### src/hdl/tpl_defines.svh
`ifndef TPL_DEFINES_SVH
`define TPL_DEFINES_SVH

// register offsets, byte addresses on the plain register port
`define TPL_ADDR_CTRL      8'h00
`define TPL_ADDR_DOUT      8'h04
`define TPL_ADDR_LIM_ONE   8'h08
`define TPL_ADDR_LIM_TWO   8'h0C
`define TPL_ADDR_STATUS    8'h10
`define TPL_ADDR_IRQ_STAT  8'h14
`define TPL_ADDR_IRQ_MASK  8'h18
`define TPL_ADDR_CMD       8'h1C

// control register fields
`define TPL_CTRL_MODE_W    3
`define TPL_CTRL_PORT_W    4
`define TPL_CTRL_POL_BIT   3
`define TPL_CTRL_AUTO_BIT  8
`define TPL_CTRL_CLEAR_BIT 9

// limit register fields: lower, upper, threshold in percent
`define TPL_PCT_W          7
`define TPL_LIM_LO_LSB     0
`define TPL_LIM_HI_LSB     8
`define TPL_LIM_THR_LSB    16

// command register bits, write-one pulses
`define TPL_CMD_CLOSE_BIT  0
`define TPL_CMD_OPEN_BIT   1

// interrupt status bits
`define TPL_IRQ_W          4
`define TPL_IRQ_TOG_ONE    0
`define TPL_IRQ_TOG_TWO    1
`define TPL_IRQ_AUTO_OPEN  2
`define TPL_IRQ_LOOP_CHG   3

// reset values
`define TPL_RST_LO         7'h0A
`define TPL_RST_HI         7'h5A
`define TPL_RST_THR        7'h0A

// percentages are scaled against this full count
`define TPL_PCT_FULL       32'd100

`endif

### src/hdl/tpl_pkg.sv
package tpl_pkg;

   // port function selection
   typedef enum logic [2:0] {
      TPL_MODE_DISABLED = 3'h0,
      TPL_MODE_DIG_IN   = 3'h1,
      TPL_MODE_TOGGLE   = 3'h2,
      TPL_MODE_DIG_OUT  = 3'h3,
      TPL_MODE_WIN_OUT  = 3'h4,
      TPL_MODE_CTR_OUT  = 3'h5,
      TPL_MODE_BOTH_OUT = 3'h6
   } tpl_mode_t;

   // control loop operating state
   typedef enum logic {
      TPL_LOOP_OPEN   = 1'b0,
      TPL_LOOP_CLOSED = 1'b1
   } tpl_loop_t;

endpackage

### src/hdl/tpl_cond_if.sv
`timescale 1ns/1ps
`default_nettype none
interface tpl_cond_if #(
   parameter int W_SUM  = 12,
   parameter int W_DIFF = 16
);
   logic        [W_SUM-1:0]  sum;       // beam_intensity_total
   logic signed [W_DIFF-1:0] hoff;      // horizontal_offset
   logic signed [W_DIFF-1:0] voff;      // vertical_offset
   logic [1:0][6:0]          lo;        // intensity_lower_limit per port
   logic [1:0][6:0]          hi;        // intensity_upper_limit per port
   logic [1:0][6:0]          thr;       // centring_threshold per port
   logic [1:0]               win;       // intensity inside window
   logic [1:0]               ctr;       // both offsets below threshold
   logic                     below_lo;  // intensity under port one lower

   modport src  (output sum, hoff, voff, lo, hi, thr,
                 input  win, ctr, below_lo);
   modport eval (input  sum, hoff, voff, lo, hi, thr,
                 output win, ctr, below_lo);
endinterface
`default_nettype wire

### src/hdl/tpl_sync.sv
`timescale 1ns/1ps
`default_nettype none
module tpl_sync #(
   parameter int N = 2
) (
   input  wire logic         clk_in,
   input  wire logic         arst_n_in,
   input  wire logic [N-1:0] d_in,
   output logic      [N-1:0] lvl_out,
   output logic      [N-1:0] rise_out,
   output logic      [N-1:0] fall_out
);
   generate
      if (N < 1) begin : g_chk
         $error("tpl_sync needs at least one bit");
      end
   endgenerate

   typedef struct packed {
      logic [N-1:0] s1;   // first stage, read only by s2
      logic [N-1:0] s2;   // settled level
      logic [N-1:0] s3;   // previous settled level
   } tpl_sync_t;

   tpl_sync_t st;
   tpl_sync_t next_st;

   // shift the chain; idle high matches the pull-up
   always_comb begin
      next_st    = st;
      next_st.s1 = d_in;
      next_st.s2 = st.s1;
      next_st.s3 = st.s2;
   end

   always_ff @(posedge clk_in or negedge arst_n_in) begin
      if (!arst_n_in) begin
         st <= '1;
      end else begin
         st <= next_st;
      end
   end

   // edges only from settled stages, one event per edge
   assign lvl_out  = st.s2;
   assign rise_out = st.s2 & ~st.s3;
   assign fall_out = ~st.s2 & st.s3;
endmodule
`default_nettype wire

### src/hdl/tpl_cond.sv
`timescale 1ns/1ps
`default_nettype none
`include "tpl_defines.svh"
module tpl_cond #(
   parameter int W_SUM  = 12,
   parameter int W_DIFF = 16
) (
   input  wire logic clk_in,
   input  wire logic arst_n_in,
   tpl_cond_if.eval  cif
);
   generate
      if (W_SUM < 2 || W_SUM > 24 || W_DIFF < 2 || W_DIFF > 24) begin : g_chk
         $error("tpl_cond widths must lie in 2..24");
      end
   endgenerate

   // full-scale counts; offsets are signed so half range
   localparam logic [31:0] SUM_FS  = 32'((64'd1 << W_SUM) - 64'd1);
   localparam logic [31:0] DIFF_FS = 32'(64'd1 << (W_DIFF - 1));

   typedef struct packed {
      logic [1:0] win;
      logic [1:0] ctr;
      logic       below_lo;
   } tpl_cond_t;

   tpl_cond_t   st;
   tpl_cond_t   next_st;
   logic [31:0] sum_pct;             // intensity times hundred
   logic [31:0] hx_pct;              // |horizontal| times hundred
   logic [31:0] vy_pct;              // |vertical| times hundred
   logic [W_DIFF-1:0] ax;
   logic [W_DIFF-1:0] ay;

   // compare in scaled integers, no division needed
   always_comb begin
      next_st = st;
      ax = cif.hoff[W_DIFF-1] ? (~cif.hoff + 1'b1) : cif.hoff;
      ay = cif.voff[W_DIFF-1] ? (~cif.voff + 1'b1) : cif.voff;
      sum_pct = 32'(cif.sum) * `TPL_PCT_FULL;
      hx_pct  = 32'(ax) * `TPL_PCT_FULL;
      vy_pct  = 32'(ay) * `TPL_PCT_FULL;
      for (int i = 0; i < 2; i++) begin
         // window bounds inclusive
         next_st.win[i] = (sum_pct >= 32'(cif.lo[i]) * SUM_FS) &&
                          (sum_pct <= 32'(cif.hi[i]) * SUM_FS);
         next_st.ctr[i] = (hx_pct < 32'(cif.thr[i]) * DIFF_FS) &&
                          (vy_pct < 32'(cif.thr[i]) * DIFF_FS);
      end
      next_st.below_lo = sum_pct < 32'(cif.lo[0]) * SUM_FS;
   end

   always_ff @(posedge clk_in or negedge arst_n_in) begin
      if (!arst_n_in) begin
         st <= '0;
      end else begin
         st <= next_st;
      end
   end

   assign cif.win      = st.win;
   assign cif.ctr      = st.ctr;
   assign cif.below_lo = st.below_lo;
endmodule
`default_nettype wire

### src/hdl/tpl_trigger_port_logic.sv
`timescale 1ns/1ps
`default_nettype none
`include "tpl_defines.svh"
module tpl_trigger_port_logic
   import tpl_pkg::*;
#(
   parameter int W_SUM  = 12,
   parameter int W_DIFF = 16,
   parameter int W_DRV  = 16
) (
   input  wire logic                     CLK_SYS_IN,
   input  wire logic                     ARST_N_IN,
   input  wire logic [7:0]               ADDR_IN,
   input  wire logic [31:0]              WDATA_IN,
   input  wire logic                     WR_IN,
   input  wire logic                     RD_IN,
   output logic      [31:0]              RDATA_OUT,
   input  wire logic [1:0]               TRIGGER_PORT_IN,
   output logic      [1:0]               TRIGGER_PORT_OUT,
   output logic      [1:0]               TRIGGER_PORT_OE_OUT,
   input  wire logic [W_SUM-1:0]         BEAM_INTENSITY_TOTAL_IN,
   input  wire logic signed [W_DIFF-1:0] HORIZONTAL_OFFSET_IN,
   input  wire logic signed [W_DIFF-1:0] VERTICAL_OFFSET_IN,
   input  wire logic signed [W_DRV-1:0]  X_DEMAND_IN,
   input  wire logic signed [W_DRV-1:0]  Y_DEMAND_IN,
   output logic signed [W_DRV-1:0]       X_DRIVE_OUT,
   output logic signed [W_DRV-1:0]       Y_DRIVE_OUT,
   output logic                          LOOP_CLOSED_OUT,
   output logic                          IRQ_OUT
);
   generate
      if (W_DRV < 2 || W_DRV > 32) begin : g_chk
         $error("drive width must lie in 2..32");
      end
   endgenerate

   // block state apart from the sync and evaluator stages, one register
   typedef struct packed {
      logic [1:0][2:0]         mode;      // function per port
      logic [1:0]              pol;       // 1 = active high
      logic                    auto_open; // auto loop opening enable
      logic                    clear_opt; // 1 = zero drives on open
      logic [1:0]              dout;      // software output bits
      logic [1:0][6:0]         lo;        // lower intensity limits
      logic [1:0][6:0]         hi;        // upper intensity limits
      logic [1:0][6:0]         thr;       // centring thresholds
      tpl_loop_t               loop;      // loop state
      logic signed [W_DRV-1:0] hold_x;    // drives captured at open
      logic signed [W_DRV-1:0] hold_y;
      logic signed [W_DRV-1:0] drv_x;     // applied axis drives
      logic signed [W_DRV-1:0] drv_y;
      logic [3:0]              irq_stat;  // sticky events
      logic [3:0]              irq_mask;  // 1 = enabled
      logic                    irq;       // interrupt line
      logic [31:0]             rdata;     // read answer
      logic [1:0]              pin;       // driven pin levels
      logic [1:0]              oe;        // pin drive enables
   } tpl_state_t;

   tpl_state_t st;
   tpl_state_t next_st;

   logic [1:0] lvl;       // settled pin levels
   logic [1:0] rise;      // settled rising edges
   logic [1:0] fall;      // settled falling edges
   logic [1:0] tog;       // loop toggle requests per port
   logic [1:0] want_lvl;  // level each port should drive
   logic [1:0] want_oe;   // whether each port drives
   logic       sw_close;  // software close command
   logic       sw_open;   // software open command
   logic       tog_par;   // net toggle after both ports
   logic       auto_trip; // intensity dropped while closed
   logic [3:0] ev;        // events this cycle
   logic [3:0] clr;       // write-one-to-clear bits
   tpl_mode_t  new_mode;  // mode being written

   tpl_cond_if #(.W_SUM(W_SUM), .W_DIFF(W_DIFF)) cif ();

   // two-stage synchroniser with edge detect
   tpl_sync #(.N(2)) u_sync (
      .clk_in    (CLK_SYS_IN),
      .arst_n_in (ARST_N_IN),
      .d_in      (TRIGGER_PORT_IN),
      .lvl_out   (lvl),
      .rise_out  (rise),
      .fall_out  (fall)
   );

   // beam condition evaluation, one cycle latency
   tpl_cond #(.W_SUM(W_SUM), .W_DIFF(W_DIFF)) u_cond (
      .clk_in    (CLK_SYS_IN),
      .arst_n_in (ARST_N_IN),
      .cif       (cif)
   );

   // feed measurements and limits to the evaluator
   assign cif.sum  = BEAM_INTENSITY_TOTAL_IN;
   assign cif.hoff = HORIZONTAL_OFFSET_IN;
   assign cif.voff = VERTICAL_OFFSET_IN;
   assign cif.lo   = st.lo;
   assign cif.hi   = st.hi;
   assign cif.thr  = st.thr;

   // per-port function decode
   genvar gi;
   generate
      for (gi = 0; gi < 2; gi++) begin : g_port
         logic act;   // port condition true, before polarity
         always_comb begin
            act            = 1'b0;
            want_oe[gi]    = 1'b1;
            tog[gi]        = 1'b0;
            unique case (tpl_mode_t'(st.mode[gi]))
               TPL_MODE_DISABLED,
               TPL_MODE_DIG_IN: begin
                  want_oe[gi] = 1'b0;
               end
               TPL_MODE_TOGGLE: begin
                  want_oe[gi] = 1'b0;
                  // active edge follows polarity
                  tog[gi] = st.pol[gi] ? rise[gi] : fall[gi];
               end
               TPL_MODE_DIG_OUT: begin
                  act = st.dout[gi];
               end
               TPL_MODE_WIN_OUT: begin
                  act = cif.win[gi];
               end
               TPL_MODE_CTR_OUT: begin
                  act = cif.ctr[gi];
               end
               TPL_MODE_BOTH_OUT: begin
                  act = cif.win[gi] & cif.ctr[gi];
               end
               default: begin
                  // unused code behaves as an input
                  want_oe[gi] = 1'b0;
               end
            endcase
            // active high drives act, active low its inverse
            want_lvl[gi] = st.pol[gi] ? act : ~act;
            // released pin: the pull-up lets it read high
            if (!want_oe[gi]) begin
               want_lvl[gi] = 1'b0;
            end
         end
      end
   endgenerate

   // register writes, loop control, events and reads
   always_comb begin
      next_st   = st;
      next_st.rdata = '0;
      sw_close  = 1'b0;
      sw_open   = 1'b0;
      clr       = '0;
      new_mode  = TPL_MODE_DISABLED;
      // register writes
      if (WR_IN) begin
         case (ADDR_IN)
            `TPL_ADDR_CTRL: begin
               for (int i = 0; i < 2; i++) begin
                  new_mode = tpl_mode_t'(WDATA_IN[i*`TPL_CTRL_PORT_W +:
                                                  `TPL_CTRL_MODE_W]);
                  next_st.mode[i] = new_mode;
                  next_st.pol[i]  = WDATA_IN[i*`TPL_CTRL_PORT_W +
                                             `TPL_CTRL_POL_BIT];
                  // start output mode at the inactive level
                  if (new_mode == TPL_MODE_DIG_OUT &&
                      tpl_mode_t'(st.mode[i]) != TPL_MODE_DIG_OUT) begin
                     next_st.dout[i] = 1'b0;
                  end
               end
               next_st.auto_open = WDATA_IN[`TPL_CTRL_AUTO_BIT];
               next_st.clear_opt = WDATA_IN[`TPL_CTRL_CLEAR_BIT];
            end
            `TPL_ADDR_DOUT: begin
               next_st.dout = WDATA_IN[1:0];
            end
            `TPL_ADDR_LIM_ONE, `TPL_ADDR_LIM_TWO: begin
               // software keeps limits in 1..99, not checked here
               for (int i = 0; i < 2; i++) begin
                  if (ADDR_IN == ((i == 0) ? `TPL_ADDR_LIM_ONE
                                           : `TPL_ADDR_LIM_TWO)) begin
                     next_st.lo[i]  = WDATA_IN[`TPL_LIM_LO_LSB +:
                                               `TPL_PCT_W];
                     next_st.hi[i]  = WDATA_IN[`TPL_LIM_HI_LSB +:
                                               `TPL_PCT_W];
                     next_st.thr[i] = WDATA_IN[`TPL_LIM_THR_LSB +:
                                               `TPL_PCT_W];
                  end
               end
            end
            `TPL_ADDR_IRQ_STAT: begin
               clr = WDATA_IN[`TPL_IRQ_W-1:0];
            end
            `TPL_ADDR_IRQ_MASK: begin
               next_st.irq_mask = WDATA_IN[`TPL_IRQ_W-1:0];
            end
            `TPL_ADDR_CMD: begin
               sw_close = WDATA_IN[`TPL_CMD_CLOSE_BIT];
               sw_open  = WDATA_IN[`TPL_CMD_OPEN_BIT];
            end
            default: begin
               // unmapped writes are ignored
            end
         endcase
      end

      // both ports toggling together cancel out
      tog_par   = tog[0] ^ tog[1];
      auto_trip = st.auto_open && cif.below_lo &&
                  st.loop == TPL_LOOP_CLOSED;

      // loop state machine; auto open and software win over toggles
      unique case (st.loop)
         TPL_LOOP_OPEN: begin
            if (!sw_open && (sw_close || tog_par)) begin
               next_st.loop = TPL_LOOP_CLOSED;
            end
         end
         TPL_LOOP_CLOSED: begin
            if (auto_trip || sw_open || (tog_par && !sw_close)) begin
               next_st.loop   = TPL_LOOP_OPEN;
               // capture drives present at the switch
               next_st.hold_x = X_DEMAND_IN;
               next_st.hold_y = Y_DEMAND_IN;
            end
         end
      endcase

      // closed follows the loop; open holds or zeroes
      if (next_st.loop == TPL_LOOP_CLOSED) begin
         next_st.drv_x = X_DEMAND_IN;
         next_st.drv_y = Y_DEMAND_IN;
      end else if (st.clear_opt) begin
         next_st.drv_x = '0;
         next_st.drv_y = '0;
      end else begin
         next_st.drv_x = next_st.hold_x;
         next_st.drv_y = next_st.hold_y;
      end

      // events; a new event beats a same-cycle clear
      ev = '0;
      ev[`TPL_IRQ_TOG_ONE]   = tog[0];
      ev[`TPL_IRQ_TOG_TWO]   = tog[1];
      ev[`TPL_IRQ_AUTO_OPEN] = auto_trip;
      ev[`TPL_IRQ_LOOP_CHG]  = next_st.loop != st.loop;
      next_st.irq_stat = (st.irq_stat & ~clr) | ev;
      next_st.irq      = |(next_st.irq_stat & next_st.irq_mask);

      // pins follow the decoded function
      next_st.pin = want_lvl;
      next_st.oe  = want_oe;

      // reads answer in the following cycle only
      if (RD_IN) begin
         case (ADDR_IN)
            `TPL_ADDR_CTRL: begin
               for (int i = 0; i < 2; i++) begin
                  next_st.rdata[i*`TPL_CTRL_PORT_W +:
                                `TPL_CTRL_MODE_W] = st.mode[i];
                  next_st.rdata[i*`TPL_CTRL_PORT_W +
                                `TPL_CTRL_POL_BIT] = st.pol[i];
               end
               next_st.rdata[`TPL_CTRL_AUTO_BIT]  = st.auto_open;
               next_st.rdata[`TPL_CTRL_CLEAR_BIT] = st.clear_opt;
            end
            `TPL_ADDR_DOUT: begin
               next_st.rdata[1:0] = st.dout;
            end
            `TPL_ADDR_LIM_ONE, `TPL_ADDR_LIM_TWO: begin
               for (int i = 0; i < 2; i++) begin
                  if (ADDR_IN == ((i == 0) ? `TPL_ADDR_LIM_ONE
                                           : `TPL_ADDR_LIM_TWO)) begin
                     next_st.rdata[`TPL_LIM_LO_LSB +:
                                   `TPL_PCT_W] = st.lo[i];
                     next_st.rdata[`TPL_LIM_HI_LSB +:
                                   `TPL_PCT_W] = st.hi[i];
                     next_st.rdata[`TPL_LIM_THR_LSB +:
                                   `TPL_PCT_W] = st.thr[i];
                  end
               end
            end
            `TPL_ADDR_STATUS: begin
               // pin levels as seen, never inverted
               next_st.rdata[1:0] = lvl;
               next_st.rdata[2]   = st.loop == TPL_LOOP_CLOSED;
               next_st.rdata[4:3] = cif.win;
               next_st.rdata[6:5] = cif.ctr;
            end
            `TPL_ADDR_IRQ_STAT: begin
               next_st.rdata[`TPL_IRQ_W-1:0] = st.irq_stat;
            end
            `TPL_ADDR_IRQ_MASK: begin
               next_st.rdata[`TPL_IRQ_W-1:0] = st.irq_mask;
            end
            default: begin
               // unmapped and command reads return zero
            end
         endcase
      end
   end

   // state register; limits come up at their defaults
   always_ff @(posedge CLK_SYS_IN or negedge ARST_N_IN) begin
      if (!ARST_N_IN) begin
         st     <= '0;
         st.lo  <= {`TPL_RST_LO, `TPL_RST_LO};
         st.hi  <= {`TPL_RST_HI, `TPL_RST_HI};
         st.thr <= {`TPL_RST_THR, `TPL_RST_THR};
      end else begin
         st <= next_st;
      end
   end

   // outputs come straight from the state register
   assign RDATA_OUT           = st.rdata;
   assign TRIGGER_PORT_OUT    = st.pin;
   assign TRIGGER_PORT_OE_OUT = st.oe;
   assign X_DRIVE_OUT         = st.drv_x;
   assign Y_DRIVE_OUT         = st.drv_y;
   assign LOOP_CLOSED_OUT     = st.loop == TPL_LOOP_CLOSED;
   assign IRQ_OUT             = st.irq;
endmodule
`default_nettype wire

### config.mk
export PLATFORM = sky130hd
export DESIGN_NAME = tpl_trigger_port_logic
export DESIGN_NICKNAME = d
export VERILOG_FILES = /design/src/hdl/tpl_pkg.sv /design/src/hdl/tpl_cond_if.sv /design/src/hdl/tpl_sync.sv /design/src/hdl/tpl_cond.sv /design/src/hdl/tpl_trigger_port_logic.sv
export VERILOG_INCLUDE_DIRS = /design/src /design/src/hdl
export SDC_FILE = /design/constraint.sdc
export NUM_CORES = 1
export LEC_CHECK = 0
export ABC_AREA = 1
export BUFFER_PORTS_ARGS = -buffer_cell sky130_fd_sc_hd__buf_2
export CORE_ASPECT_RATIO = 1.1
export CORE_MARGIN = 4
export CORE_UTILIZATION = 56
export DETAILED_ROUTE_END_ITERATION = 7
export GPL_TIMING_DRIVEN = 0
export PLACE_DENSITY_LB_ADDON = 0.2
export REMOVE_ABC_BUFFERS = 1
export SLEW_MARGIN = 20
export SYNTH_ARGS = -nofsm -noshare
export SYNTH_HDL_FRONTEND = slang
export SYNTH_SLANG_ARGS = --single-unit
### constraint.sdc
create_clock -name CLK_SYS_IN -period 5.6 [get_ports CLK_SYS_IN]
set_input_delay 0.56 -clock CLK_SYS_IN [delete_from_list [all_inputs] [get_ports CLK_SYS_IN]]
set_output_delay 0.56 -clock CLK_SYS_IN [all_outputs]
set_load 0.01 [all_outputs]
; ---- Word level (Yosys, flattened, before mapping)
; Index checks and enable logic that the tools add are counted.
[totals]
reg_bits = 165
input_bits = 122
out_inout_bits = 70
word_cells = 160
[classes]
addsub = 2
mul = 7
order_cmp = 9
eq_ne = 24
n_mux = 46
bitwise = 16
reduce_logical = 26
[op_table]
columns = operator, n
row1 = 32-bit two-way mux, 3
row2 = 23-bit by 22-bit less-than comparator with 1-bit output, 4
row3 = "7-bit by 12-bit multiplier with 19-bit output, second input constant", 4
row4 = 7-bit two-way mux, 8
row5 = "16-bit by 5-bit multiplier with 21-bit output, second input constant", 2
row6 = 19-bit greater-or-equal comparator, 2
row7 = 19-bit <= comparator, 2
row8 = 33-bit two-way mux, 1
row9 = "16-bit by 1-bit adder with 16-bit output, second input constant", 2
row10 = "8-bit by 5-bit == test with 1-bit output, second input constant", 4
row11 = 16-bit two-way mux, 2
row12 = 16-bit NOT, 2
row13 = 19-bit less-than comparator, 1
row14 = "3-bit by 2-bit == test with 1-bit output, second input constant", 6
row15 = "3-bit == test, second input constant", 6
row16 = 1-bit two-way mux, 18
row17 = "12-bit by 5-bit multiplier with 17-bit output, second input constant", 1
row18 = "8-bit by 4-bit == test with 1-bit output, second input constant", 2
row19 = 4-bit two-way mux, 4
row20 = 15-bit two-way mux, 1
row21 = 2-bit case mux with 6 select lines, 1
row22 = 3-bit AND reduction, 4
row23 = 4-bit OR reduction, 3
row24 = 1-bit logical AND, 10
row25 = 24 further kinds, 37

; ---- Logic depth before layout (Yosys ltp)
[logic_depth]
word_depth = 13
depth_mapped = 31
mapped_depth_nobuf = 31

; ---- Hierarchy
; A second synthesis with hierarchy kept.
[unflattened]
hier_cells = 2575
hier_area_um2 = 20552.2
[by_module_without_submodules]
columns = mod, n_inst, cells_per_inst, area_each_um2, seq_area_each_um2
row1 = tpl_cond, 1, 1733, 13147.6, 125.1
row2 = tpl_trigger_port_logic, 1, 826, 7201.9, 3873.7
row3 = tpl_sync, 1, 16, 202.7, 157.7

; ---- Least setup slack after synthesis
; Ideal clock, no wire load.
[synth_path]
path_kind = flip-flop to flip-flop
start = register cif.hi[1] (netlist name)
end = register u_cond.st, in the netlist u_cond.cif.win[0]
setup_ps = 120
t_arrival_ps = 5468
required_time_ps = 5480
slack_ps = 13
path_stages_with_launch = 29
path_buffers = 0
synth_period_minus_slack_ps = 5587
path_cell_list = dfstp_2 -> inv_1 -> fa_1 -> inv_1 -> fa_1 -> fa_1 -> inv_1 -> fa_1 -> inv_1 -> ha_1 -> nand2_1 -> o21a_1 -> o21ai_1 -> a21o_1 -> a21boi_1 -> o21ai_0 -> nand2_1 -> nand2_1 -> xor2_1 -> ha_1 -> nand3_1 -> nor2_1 -> nand4_1 -> nor4_1 -> o21ai_0 -> nand2_1 -> o41ai_1 -> o21ai_0 -> inv_1
[synth_rtl]
columns = item, line
row1 = end signal: assignment, tpl_cond.sv:58  ; st <= next_st;
row2 = end: declaration, tpl_cond.sv:28  ; tpl_cond_t st;

==> results.py <==
metrics = {
    "sta": {
        "grt_setup_unrepaired": "yes",
        "min_period_ns": 5.72,
        "fin_ws_ns": -0.124,
        "fin_crit_sh_pct": 102,
        "worst_pin_slew_ns": 0.858,
        "setup_violations": 2,
        "drv_slew": 0,
        "relSlewSlack_pct": 42.6,
        "fmax_mhz": 175,
        "skew_ns": 0.0151,
        "whs_ns": 0.117,
        "final-hold-violation-count": 0,
    },
    "route": {
        "drt-initial-drc-count": 777,
        "wl_um": 45700,
        "via_per_inst": 5.24,
        "wl_per_cell_um": 14.7,
        "drc": 0,
        "dr_total_vias": 16317,
        "ant_nets": 0,
        "dr.pass1.iters": 5,
    },
    "layout": {
        "drive_above_1_share_pct": 14.6,
        "final_nets": 3239,
        "final_cells": 3113,
        "area_growth_pct": 10.5,
    },
    "setup_path": {
        "cp-startpoint": "cif.hi[10]$_DFFE_PN1P_",
        "required_ns": 5.98,
        "rr_worst_depth": 27,
        "slowest_delay_ns": 0.58,
        "r2r-end": "u_cond.cif.win[1]$_DFF_PN0_",
        "cp.depth": 27,
        "cp_top_family": "adder cells",
        "path_class": "reg -> reg",
        "rr_startpoint": "cif.hi[10]$_DFFE_PN1P_",
        "r2r_slack_ns": -0.12,
        "endpoint_kind": "register",
        "cp_num_buf_inv": 6,
        "cp-start-kind": "register",
        "crit_path_frequent_cell": "nand2_1",
        "crit_slowest_cell": "fa_1",
        "cp_data_arrival_time_ns": 6.10,
        "critPathMaxFanout": 5,
        "cp-endpoint": "u_cond.cif.win[1]$_DFF_PN0_",
    },
    "hold_path": {
        "min-delay-path-class": "in -> async",
    },
    "clock_tree": {
        "clk_latency_ns": 0.45,
        "htreeDepth": 4,
        "clkTransAtPathRegs_ns": 0.07,
        "cts.sinks": 165,
        "clk_path_buf_depth": 2,
        "cts_made_buffers": 17,
        "cts_tree": "built",
        "root_buffer": "clkbuf_16",
    },
    "status": {
        "status": "finished with violations",
        "violations": "negative setup slack",
    },
    "floorplan": {
        "die_y_um": 208,
        "ios": 192,
        "rows": 72,
        "start_util_pct": 57.3,
        "chipWidth_um": 190,
        "die_area_um2": 39400,
        "core_area_um2": 35500,
    },
    "global_route": {
        "grt_max_degree": 95,
        "grt_pass1_wl_um": 76900,
        "grt_pass1_vias": 16582,
        "gr-total-overflow": 0,
        "grt_usage_pct": 23.4,
        "antenna_found_initial": 4,
    },
    "logic_synthesis": {
        "yosysWarnings": 0,
        "synthDistinctLibCells": 50,
        "async_flop_share_pct": 100,
        "syn_area_um2": 20300,
        "ys_seq_area_share_pct": 20.4,
        "synth-edff-count": 0,
        "ys_ff_latch": 165,
        "synth_cells": 2474,
        "syn_avg_cell_area_um2": 8.22,
        "yosys_most_used_dff": "dfrtp_1",
    },
    "place": {
        "place.gp.congestion": 0.887,
        "io_buffers": 171,
        "dp.cells": 3041,
        "dp_hpwl_um": 37500,
    },
    "flow_run": {
        "max-cap-violations": 0,
    },
    "power_and_ir_drop": {
        "power.density_nw_per_um2": 322,
        "vdd.ir_drop.worst_mv": 0.215,
        "power_leakage_nw": 12.6,
    },
}
[metal layers]
| metal | GRT usage (%) | routed length, µm | up-vias |
|---|---|---|---|
| met5 | 0 | 25 | - |
| met4 | 6.94 | 1080 | 4 |
| met3 | 2.84 | 1840 | 70 |
| met2 | 42.4 | 23400 | 301 |
| met1 | 29.1 | 19300 | 7746 |
| li1 | - | - | 8196 |
[cell type report]
class | instances | area (µm²)
Antenna cell | 3 | 7.51
Inverter | 562 | 2110
Clock buffer | 17 | 425
Fill cell | 3136 | 13000
Sequential cell | 165 | 4170
Multi-Input combinational cell | 1657 | 13600
Tap cell | 481 | 602
Timing Repair Buffer | 213 | 1280
Clock inverter | 15 | 213
[repair_timing]
action	CTS	global route
buffers inserted	30	7
setup endpoints to repair	3	4
cloned	0	0
hold buffers	0	0
gates resized for setup	60	22
pin swaps	27	14
[power by group]
part	leakage (nW)	internal (mW)	switching (mW)
Clock	0.307	0.687	0.555
Sequential	2.08	1.45	0.114
Combinational	10.2	1.82	2.60
[sequential cells by signal (all words and copies together) (netlist names)]
| signal | flops |
|---|---|
| u_sync.st | 2 |
| st | 52 |
| RDATA_OUT | 22 |
| u_sync.next_st | 2 |
| TRIGGER_PORT_OUT | 2 |
| u_cond.cif.ctr | 2 |
| TRIGGER_PORT_OE_OUT | 2 |
| Y_DRIVE_OUT | 16 |
| u_sync.lvl_out | 2 |
| u_cond.cif.below_lo | 1 |
| cif.thr | 14 |
| X_DRIVE_OUT | 16 |
| cif.lo | 14 |
| LOOP_CLOSED_OUT | 1 |
| cif.hi | 14 |
| u_cond.cif.win | 2 |
| IRQ_OUT | 1 |
[Yosys cell counts, drive strengths merged (3+ instances only)]
library cell / n / area (µm²)
ha: 390 / 4880
o21a: 36 / 270
o22ai: 40 / 444
inv: 562 / 2110
nor2: 88 / 330
nor4: 11 / 68.8
nand2: 379 / 1430
o31ai: 10 / 75.1
buf: 82 / 641
o21ai: 140 / 734
o211ai: 6 / 45.0
nand3b: 3 / 22.5
a221oi: 7 / 61.3
a21boi: 4 / 30.0
or2: 3 / 18.8
fa: 111 / 2220
o221ai: 3 / 26.3
xor2: 78 / 683
clkbuf: 17 / 63.8
a21o: 7 / 52.6
dfrtp: 143 / 3580
nand4: 21 / 131
dfstp: 22 / 578
nor3: 24 / 140
xnor2: 38 / 333
o21bai: 7 / 52.6
a21oi: 147 / 736
nand3: 50 / 250
a31oi: 18 / 113
a211oi: 14 / 105
[worst min-delay path by stage]
| stage | startpoint | end | slack [ns] | cells past startpoint |
|---|---|---|---|---|
| CTS | ARST_N_IN | X_DRIVE_OUT[13]$_DFF_PN0_ | 0.15 | 1 |
| finish | ARST_N_IN | st[97]$_DFF_PN0_ | 0.12 | 1 |
| floorplan | ARST_N_IN | IRQ_OUT$_DFF_PN0_ | 0.26 | 0 |
| detailed placement | u_sync.next_st[2]$_DFF_PN1_ | u_sync.lvl_out[0]$_DFF_PN1_ | 0.35 | 0 |
| global placement | u_sync.next_st[2]$_DFF_PN1_ | u_sync.lvl_out[0]$_DFF_PN1_ | 0.35 | 0 |
| global route | ARST_N_IN | st[97]$_DFF_PN0_ | 0.17 | 1 |
[stage by stage]
stage               TNS [ns]  power (mW)  instance area (µm²)  worst slack (ns)  util [%]
floorplan                  0        4.72                19700            0.0130         -
global placement       -1.26        5.59                21100            -0.646      59.5
detailed placement     -1.52        5.84                21300            -0.743      59.9
CTS                   -0.133        7.24                22300           -0.0809      62.8
global route          -0.731        8.00                22500            -0.374      63.3
finish                -0.182        7.23                22500            -0.124      63.3
[cells in the final DEF (no fill, tap or decap), types with 6 or more instances in the layout]
| master | netlist | routed |
|---|---|---|
| dfrtp_1 | 143 | 134 |
| xor2_1 | 78 | 77 |
| o22ai_2 | 31 | 31 |
| dfstp_2 | 22 | 22 |
| o21bai_1 | 7 | 7 |
| xnor2_1 | 38 | 38 |
| nor4_1 | 11 | 10 |
| o22ai_1 | 9 | 9 |
| buf_4 | 72 | 37 |
| dfrtp_2 | 0 | 9 |
| nand2_1 | 378 | 375 |
| o21a_1 | 36 | 36 |
| a21oi_2 | 0 | 6 |
| fa_2 | 0 | 9 |
| o21ai_0 | 126 | 114 |
| ha_1 | 390 | 381 |
| o31ai_1 | 10 | 10 |
| a221oi_1 | 7 | 7 |
| nand3_1 | 50 | 49 |
| fa_1 | 111 | 102 |
| nand4_1 | 21 | 21 |
| a31oi_1 | 18 | 15 |
| buf_2 | 2 | 170 |
| o21ai_1 | 9 | 15 |
| inv_1 | 557 | 547 |
| o211ai_1 | 6 | 6 |
| a21o_1 | 7 | 7 |
| o21ai_2 | 3 | 8 |
| a211oi_1 | 14 | 13 |
| a21oi_1 | 147 | 141 |
| nor3_1 | 20 | 18 |
| conb_1 | 1 | 10 |
| ha_4 | 0 | 7 |
| clkbuf_16 | 0 | 17 |
| nor2_1 | 88 | 85 |
| inv_2 | 5 | 14 |
[worst register-to-register path: stages, from the launching register on]
cell and delay, ns:
dfstp_2 0.56, inv_4 0.06, fa_1 0.58, inv_2 0.08
fa_1 0.57, inv_2 0.05, fa_1 0.53, inv_1 0.05
fa_1 0.54, ha_4 0.24, nand2_1 0.07, a21oi_1 0.04
a211oi_1 0.18, o21ai_1 0.13, nand2_1 0.10, a31oi_2 0.12
o21ai_1 0.13, nand2_1 0.11, buf_4 0.15, xnor2_1 0.15
ha_1 0.30, nand2_1 0.08, nor2_2 0.10, nand2_1 0.07
or4_4 0.44, o21ai_4 0.09, nand2_2 0.09, inv_1 0.07
[cell families after synthesis]
family,count (synthesis),share of synthesized area (%)
AOI/OAI and AO/OA,448,13.9
and+or+nand+nor,582,11.9
buffers and inverters,661,13.8
adders and majority gates,501,34.9
xor gates and xnor gates,116,5.00
DFF,165,20.4
other,1,0.0184
(Power assumes the default switching activity.)
